File: config.mk
export PLATFORM = sky130hd
export DESIGN_NAME = weigh_indicator_modbus_regs
export DESIGN_NICKNAME = d
export VERILOG_FILES = /design/src/common/weigh_regs_pkg.sv /design/src/rtl/status_word_pack.sv /design/src/rtl/cmd_pulse_gen.sv /design/src/rtl/weigh_indicator_modbus_regs.sv
export SDC_FILE = /design/constraint.sdc
export NUM_CORES = 1
export LEC_CHECK = 0
export BUFFER_PORTS_ARGS = -buffer_cell sky130_fd_sc_hd__buf_2
export CAP_MARGIN = 20
export CORE_MARGIN = 8
export CORE_UTILIZATION = 30
export CTS_CLUSTER_DIAMETER = 120
export DETAILED_ROUTE_END_ITERATION = 16
export PLACE_DENSITY_LB_ADDON = 0.05
export SLEW_MARGIN = 30
export SYNTH_ARGS = -nofsm -noshare
export SYNTH_HDL_FRONTEND = slang
export SYNTH_HIERARCHICAL = 1
export SYNTH_SLANG_ARGS = --single-unit
File: constraint.sdc
create_clock -name mclk_i -period 1.88 [get_ports mclk_i]
set_clock_uncertainty 0.15 [all_clocks]
set_input_delay 0.376 -clock mclk_i [delete_from_list [all_inputs] [get_ports mclk_i]]
set_output_delay 0.376 -clock mclk_i [all_outputs]
set_load 0.01 [all_outputs]
File: src/common/weigh_regs_pkg.sv
// package: holding-register map, status word layout and command bits
package weigh_regs_pkg;
    localparam int          DATA_W        = 16;
    localparam int          ADDR_W        = 16;
    localparam logic [15:0] ADDR_GROSS    = 16'h9c41;
    localparam logic [15:0] ADDR_TARE     = 16'h9c42;
    localparam logic [15:0] ADDR_COMMAND  = 16'h9c43;
    localparam logic [15:0] ADDR_STATUS   = 16'h9c44;
    localparam int          ST_SIGN       = 0;
    localparam int          ST_STABLE     = 1;
    localparam int          ST_OVERFLOW   = 2;
    localparam int          ST_DP_LSB     = 3;
    localparam int          ST_DP_MSB     = 5;
    localparam int          ST_UNIT_KG    = 10;
    localparam int          CMD_TARE      = 0;
    localparam int          CMD_CLEAR     = 1;
    localparam int          CMD_ZERO      = 2;
    localparam logic [2:0]  DP_NONE       = 3'h2;
    localparam logic [2:0]  DP_ONE        = 3'h3;
    localparam logic [2:0]  DP_TWO        = 3'h4;
    localparam logic [2:0]  DP_THREE      = 3'h5;
    localparam logic [2:0]  DP_FOUR       = 3'h6;
    localparam logic [2:0]  DP_NONE_ALT   = 3'h7;
    localparam logic [15:0] RESET_WORD    = 16'h0000;
    localparam logic [15:0] UNMAPPED_WORD = 16'h0000;
endpackage : weigh_regs_pkg

File: src/rtl/status_word_pack.sv
// status word assembly from live scale flags
`timescale 1ns/1ps
`default_nettype none
module status_word_pack (
    input  wire logic        negative_i,
    input  wire logic        stable_i,
    input  wire logic        overflow_i,
    input  wire logic [2:0]  decimals_i,
    input  wire logic        unit_kg_i,
    output logic      [15:0] word_o
);
    // map decimal count 0..4 to its code; out-of-range counts fall back to none
    function automatic logic [2:0] dp_code(input logic [2:0] n);
        unique case (n)
            3'h0:    dp_code = weigh_regs_pkg::DP_NONE;
            3'h1:    dp_code = weigh_regs_pkg::DP_ONE;
            3'h2:    dp_code = weigh_regs_pkg::DP_TWO;
            3'h3:    dp_code = weigh_regs_pkg::DP_THREE;
            3'h4:    dp_code = weigh_regs_pkg::DP_FOUR;
            default: dp_code = weigh_regs_pkg::DP_NONE;
        endcase
    endfunction : dp_code

    // undefined bits read as zero
    always_comb begin
        word_o = 16'h0000;
        word_o[weigh_regs_pkg::ST_SIGN]     = negative_i;
        word_o[weigh_regs_pkg::ST_STABLE]   = stable_i;
        word_o[weigh_regs_pkg::ST_OVERFLOW] = overflow_i;
        word_o[weigh_regs_pkg::ST_DP_MSB:weigh_regs_pkg::ST_DP_LSB] = dp_code(decimals_i);
        word_o[weigh_regs_pkg::ST_UNIT_KG]  = unit_kg_i;
    end
endmodule : status_word_pack
`default_nettype wire

File: src/rtl/cmd_pulse_gen.sv
// one-cycle command pulses from a command-register write
`timescale 1ns/1ps
`default_nettype none
module cmd_pulse_gen #(
    parameter int N = 3
) (
    input  wire logic         mclk_i,
    input  wire logic         rst_n_i,
    input  wire logic         fire_i,
    input  wire logic [N-1:0] bits_i,
    output logic      [N-1:0] pulse_o
);
    // each bit fires only on a written one; zero does nothing
    genvar g;
    generate
        for (g = 0; g < N; g++) begin : g_bit
            always_ff @(posedge mclk_i) begin
                if (!rst_n_i) begin
                    pulse_o[g] <= 1'b0;
                end else begin
                    pulse_o[g] <= fire_i & bits_i[g];
                end
            end
        end
    endgenerate
endmodule : cmd_pulse_gen
`default_nettype wire

File: src/rtl/weigh_indicator_modbus_regs.sv
// holding-register bank of the weighing indicator as seen by a modbus master
`timescale 1ns/1ps
`default_nettype none
// Notes on behaviour
// - reading the first holding register returns the current gross weight
// - reading the second holding register returns the current tare weight
// - fourth register is status: bit1 stable, bit2 overflow, bit10 kg
// - status bit 0 is the weight sign, set when negative
// - status bits 3..5 hold the decimal-point code 010..110, 010 none, also for counts past four
// - writing one to command bit 0 tares the scale
// - writing one to command bit 1 clears the tare
// - writing one to command bit 2 zeroes the scale
module weigh_indicator_modbus_regs (
    input  wire logic        mclk_i,
    input  wire logic        rst_n_i,
    input  wire logic        rd_i,
    input  wire logic        wr_i,
    input  wire logic [15:0] addr_i,
    input  wire logic [15:0] wdata_i,
    input  wire logic [15:0] gross_i,
    input  wire logic [15:0] tare_i,
    input  wire logic        negative_i,
    input  wire logic        stable_i,
    input  wire logic        overflow_i,
    input  wire logic [2:0]  decimals_i,
    input  wire logic        unit_kg_i,
    output logic      [15:0] rdata_o,
    output logic             rvalid_o,
    output logic             rerr_o,
    output logic             wack_o,
    output logic             werr_o,
    output logic             tare_o,
    output logic             clear_tare_o,
    output logic             zero_o
);
    logic [15:0] status_word;
    logic        cmd_fire;
    logic [2:0]  cmd_pulse;
    logic [15:0] next_rdata;
    logic        next_rerr;

    status_word_pack u_status (
        .negative_i (negative_i),
        .stable_i   (stable_i),
        .overflow_i (overflow_i),
        .decimals_i (decimals_i),
        .unit_kg_i  (unit_kg_i),
        .word_o     (status_word)
    );

    // only a write to the command register fires; bits 3 and up never reach the pulser
    assign cmd_fire = wr_i && (addr_i == weigh_regs_pkg::ADDR_COMMAND);

    cmd_pulse_gen #(.N(3)) u_cmd (
        .mclk_i  (mclk_i),
        .rst_n_i (rst_n_i),
        .fire_i  (cmd_fire),
        .bits_i  (wdata_i[2:0]),
        .pulse_o (cmd_pulse)
    );

    assign tare_o       = cmd_pulse[weigh_regs_pkg::CMD_TARE];
    assign clear_tare_o = cmd_pulse[weigh_regs_pkg::CMD_CLEAR];
    assign zero_o       = cmd_pulse[weigh_regs_pkg::CMD_ZERO];

    // read decode; the write-only command register and holes answer zero with error
    always_comb begin
        next_rdata = weigh_regs_pkg::UNMAPPED_WORD;
        next_rerr  = 1'b0;
        unique case (addr_i)
            weigh_regs_pkg::ADDR_GROSS:  next_rdata = gross_i;
            weigh_regs_pkg::ADDR_TARE:   next_rdata = tare_i;
            weigh_regs_pkg::ADDR_STATUS: next_rdata = status_word;
            default:                     next_rerr  = 1'b1;
        endcase
    end

    // read answer is registered, one cycle after the strobe
    always_ff @(posedge mclk_i) begin
        if (!rst_n_i) begin
            rdata_o  <= weigh_regs_pkg::RESET_WORD;
            rvalid_o <= 1'b0;
            rerr_o   <= 1'b0;
        end else begin
            rvalid_o <= rd_i;
            rerr_o   <= rd_i & next_rerr;
            if (rd_i) begin
                rdata_o <= next_rdata;
            end
        end
    end

    // write acknowledge; writes to read-only registers are flagged, not stored
    always_ff @(posedge mclk_i) begin
        if (!rst_n_i) begin
            wack_o <= 1'b0;
            werr_o <= 1'b0;
        end else begin
            wack_o <= wr_i;
            werr_o <= wr_i & ~cmd_fire;
        end
    end
endmodule : weigh_indicator_modbus_regs
`default_nettype wire

Word level (Yosys, flattened, before mapping)
Index checks and enable logic that the tools add are counted.
{ "word_totals": {"reg_bits": 23, "latch_bits": 0, "ramBits": 0, "rom_bits": 0, "output_inout_bits": 23, "n_memories": 0} }
{ "op_classes": {"add_sub_neg": 0, "mul": 0, "n_div": 0, "n_lt_le_gt_ge": 0, "n_eq_ne": 8, "shifts": 0, "muxes": 3, "n_bitwise": 6, "n_reduce_logical": 2} }
{ "op_table": {"columns": ["operator", "count"], "rows": [
  ["16-bit == test, second input constant", 4],
  ["16-bit case mux with 3 select lines", 1],
  ["3-bit case mux with 4 select lines", 1],
  ["3-bit by 2-bit == test with 1-bit output, second input constant", 2],
  ["1-bit AND", 5],
  ["3-bit by 1-bit == test with 1-bit output, second input constant", 1],
  ["3-bit == test, second input constant", 1],
  ["3-bit OR reduction", 1],
  ["1-bit logical AND", 1],
  ["1-bit two-way mux", 1],
  ["1-bit inverter", 1]
]} }

Depth between registers and ports, before layout
{ "depth": {"ltp_word": 4, "mapped_depth": 6} }

Cells and area by module
Netlist, hierarchy kept.
{ "by_module_without_submodules": {"columns": ["module", "instances", "cells_each", "area_per_inst_um2", "seq_area_each_um2"], "rows": [
  ["weigh_indicator_modbus_regs", 1, 116, 1048.5, 400.4],
  ["status_word_pack", 1, 18, 133.9, 0.0],
  ["cmd_pulse_gen", 1, 6, 78.8, 60.1]
]} }

Worst setup path before layout
Ideal clock, no wire load.
{ "synth_timing": {"kind": "input port to flip-flop", "from": "input port addr_i[14]", "to": "register u_cmd.pulse_o[2]", "t_arrival_ns": 1.795, "t_required_ns": 1.671, "setup_slack_ns": -0.124, "cell_stages": 5, "path_buffers": 1, "path_cell_list": "nand4bb_1 > nor4_4 > buf_2 > and4_1 > and3_1"} }
{ "synth_via": {"elab_chain_cells": 3} }
{ "synth_lines": {"columns": ["element", "line_no", "source"], "rows": [
  ["start, declared", "weigh_indicator_modbus_regs.sv:18", "input wire logic [15:0] addr_i,"],
  ["16-bit == test", "weigh_indicator_modbus_regs.sv:52", "assign cmd_fire = wr_i && (addr_i == weigh_regs_pkg::ADDR_COMMAND);"],
  ["1-bit logical AND", "weigh_indicator_modbus_regs.sv:52", null],
  ["via cmd_fire", "weigh_indicator_modbus_regs.sv:37", "logic cmd_fire;"],
  ["1-bit AND", "cmd_pulse_gen.sv:21", "pulse_o[g] <= fire_i & bits_i[g];"],
  ["end signal, assigned by index", "cmd_pulse_gen.sv:21", null],
  ["end, declared", "cmd_pulse_gen.sv:11", "output logic [N-1:0] pulse_o"]
]} }
The timed path passes the listed nets, and every way through them passes these cells.
A chain may end at the register's enable or synchronous reset.

Final worst setup path
{ "layout_timing": {"from": "input port addr_i[5]", "to": "register rdata_o[7]"} }
{ "layout_via": {"elab_chain_cells": 2, "word_cells_on_any_way": 4} }
{ "layout_lines": {"columns": ["element", "line_no", "source"], "rows": [
  ["16-bit == test", "weigh_indicator_modbus_regs.sv:70", "unique case (addr_i)"],
  ["16-bit case mux with 3 select lines *", "weigh_indicator_modbus_regs.sv:70", null],
  ["end signal, assigned", "weigh_indicator_modbus_regs.sv:81", "rdata_o <= weigh_regs_pkg::RESET_WORD;"],
  ["end signal, assigned", "weigh_indicator_modbus_regs.sv:88", "rdata_o <= next_rdata;"],
  ["end, declared", "weigh_indicator_modbus_regs.sv:27", "output logic [15:0] rdata_o,"]
]} }
Mark *: on every way between the ends. The rest lies on a longest branch, timed or not.

==> impl_metrics.json <==
{
  "yosysSeqAreaShare_pct": 36.5,
  "finish.utilization_pct": 44.7,
  "routed_wirelength_um": 3970,
  "synth_edf_count": 0,
  "height_of_the_die_um": 80.8,
  "place_hpwl_um": 3200,
  "worst_path_dominant_cell_family": "simple AND/OR/NAND/NOR gates",
  "timing.critical_path.slowest_stage_cell": "or3_1",
  "simple_gate_area_share_of_the_yosys_netlist_pct": 21.2,
  "gr-usage-all-layers_pct": 12.0,
  "syn_area_um2": 1260,
  "critical_path_launch_point": "addr_i[5]",
  "whs_ns": 0.188,
  "setup_viol": 0,
  "synth.yosys.warnings": 6,
  "flops_latches_synth": 23,
  "layout-drive-gt1-share_pct": 48.7,
  "grt_first_pass_wirelength_um": 6270,
  "most_frequently_used_flop_master_after_synthesis": "dfxtp_1",
  "cts.root.buffer_cell": "clkbuf_8",
  "number_of_remaining_drc_errors": 0,
  "reg2regPathDepth": 2,
  "synth_top_area_share_pct": 36.5,
  "synth_xor_area_share_pct": 0.694,
  "worst_hold_path.num_cells": 3,
  "route.detailed.vias_per_inst": 4.73,
  "achievable-frequency_mhz": 579,
  "postSynthCellCount": 140,
  "cts_made_buffers": 3,
  "min_path_type": "input port to flop",
  "path_common_cell": "buf_4",
  "worstMarginPinSlew_ns": 0.694,
  "hold_viol": 0,
  "gpl.final_weighted_congestion": 0.818,
  "cts_num_sinks": 23,
  "category_of_the_worst_setup_path_capture_point": "flop",
  "crit_chain": "buf_2 -> or3_1 -> buf_4 -> nor4_4 -> buf_4 -> a22oi_1 -> o21ai_0",
  "largest_net_degree_at_the_start_of_global_routing": 17,
  "worst-path-max-fanout": 13,
  "ir_drop_mv": 0.303,
  "grt_antenna_before_repair": 0,
  "die_w_um": 80.8,
  "critical_path_buf_inv_count": 3,
  "status": "completed",
  "tritoncts": "built",
  "synth_top_cells_by_area": "dfxtp_1 (37%), a22o_1 (11%), a22oi_1 (9.5%), buf_4 (7.7%), nand2_1 (5.1%)",
  "ant_nets": 0,
  "min_from": "wr_i",
  "initial_utilization_pct": 31.3,
  "globalRoute.totalOverflow": 0,
  "finalNetCount": 302,
  "grt_pass1_vias": 1338,
  "cts_max_path_buffers": 2,
  "clk_pin_slew_ns": 0.09,
  "rsz0062_at_grt": "false",
  "fin_crit_ns": 1.73,
  "antenna-diode-count": 0,
  "io_pins": 98,
  "fp.coreArea_um2": 4030,
  "netlist.top_cell.by_area": "dfxtp_1",
  "r2r_start": "rdata_o[8]",
  "final_max_slew_viol_count": 0,
  "synth-compound-area-share_pct": 29.9,
  "iteration_count_of_the_initial_detailed_routing_pass": 4,
  "timing.critical_path.arrival_ns": 1.77,
  "cp_data_required_time_ns": 1.92,
  "clock_insertion_delay_worst_skew_ns": 0.26,
  "vias": 1305,
  "place_worst_setup_slack_ns": -0.136,
  "reg2reg_to": "rdata_o[8]",
  "static-leakage-power_nw": 0.868,
  "syn_to_final_growth_pct": 42.8,
  "critPathKind": "input port to flop",
  "detail_route.iter0.violations": 51,
  "final.setup.worst_slack_ns": 0.154,
  "mostFrequentLayoutCell": "buf_2",
  "cts.htree.levels": 1,
  "yosys.area_share.adder_pct": 0,
  "floorplan_row_count": 23,
  "post-route-period-util_pct": 91.8,
  "crit_path_max_incr_delay_ns": 0.42,
  "max_cap_viol_count": 0,
  "power.density_cell_area_nw_per_um2": 531,
  "r2r_slack_ns": 1.17,
  "critPathLaunchType": "input port",
  "detail_route.wl_per_cell_um": 14.4,
  "muxShareOfSynthArea_pct": 0,
  "floorplan.die_area_um2": 6540,
  "report.power.total_uw": 956,
  "port-buffer-count": 84,
  "slew_headroom_pct": 53.5,
  "post_cts.repair.setup_buffers": 0,
  "post_synth.cell_area_avg_um2": 9.01,
  "asyncSetResetFlopFracSynth_pct": 0,
  "yosysUniqueCellTypes": 31,
  "synth_top_family_by_area": "compound AO/OA/AOI/OAI gates",
  "layout.cells.most_common_list": "buf_2 (84), dfxtp_1 (23), nand2_1 (17), a22o_1 (16), a22oi_1 (16)",
  "hold_path_end": "wack_o"
}
worst min-delay path, stage by stage:
cell and delay, ns:
buf_2 0.09, nand2_1 0.06, inv_1 0.05
metrics by stage:
step | instance area [um^2] | setup TNS [ns] | instances
2_1_floorplan | 1300 | -0.196 | 148
3_3_place_gp | 1740 | -3.48 | 272
3_5_place_dp | 1750 | -1.65 | 272
4_1_cts | 1790 | 0 | 276
5_1_grt | 1800 | 0 | 276
6_report | 1800 | 0 | 276
state kept, by name, summed over array words and instances, names as in the netlist:
name / cells
werr_o: 1
rdata_o: 16
rerr_o: 1
u_cmd/pulse_o: 3
wack_o: 1
rvalid_o: 1
layout make-up:
| class | count | area, um^2 |
|---|---|---|
| fill | 443 | 2230 |
| clock buffer | 4 | 45.0 |
| sequential | 23 | 460 |
| timing repair buffer | 96 | 523 |
| tap | 50 | 62.6 |
| multi-input combinational | 102 | 706 |
| inverter | 1 | 3.75 |
metal layers:
metal | routed length (um) | global-route usage (%) | share of wire, %
met5 | 0 | 0 | 0
met1 | 1580 | 13.1 | 40
met2 | 1920 | 20.7 | 48
met3 | 417 | 4.53 | 11
met4 | 49 | 4.29 | 1.2
what timing repair did:
action	4_1_cts	5_1_grt
gates resized for setup	0	1
endpoints found under the setup margin	0	2
hold endpoints to repair	0	0
hold buffers	0	0
cells by family (layout without fill, tap and decap cells):
| kind of cell | count (synthesis) | after routing |
|---|---|---|
| AOI/OAI and AO/OA | 53 | 53 |
| buffers and inverters | 23 | 101 |
| and+or+nand+nor | 39 | 39 |
| xor gates and xnor gates | 1 | 1 |
| other | 1 | 9 |
| DFF | 23 | 23 |
worst max path at each step:
stage,endpoint,cells past startpoint
floorplan,u_cmd/pulse_o[0],5
global placement,rdata_o[3],5
detailed placement,rdata_o[7],7
CTS,rdata_o[7],6
global route,rdata_o[7],7
finish,rdata_o[7],7
synth_stat cells (2+ instances only):
library cell / instances
nor2b_1: 3
nand4bb_1: 2
and3_1: 3
a22oi_1: 16
a22o_1: 16
o21ai_1: 11
nor4_4: 2
nand2b_1: 2
and2_1: 2
nand2_1: 17
clkbuf_1: 7
o21ai_0: 6
dfxtp_1: 23
buf_4: 13
where the power goes:
part / switching, mW / total, mW / internal [mW]
registers: 0.000893 / 0.492 / 0.491
logic: 0.0682 / 0.154 / 0.0860
clock network: 0.159 / 0.310 / 0.151
Note: power is estimated with default switching activity, not from simulation.
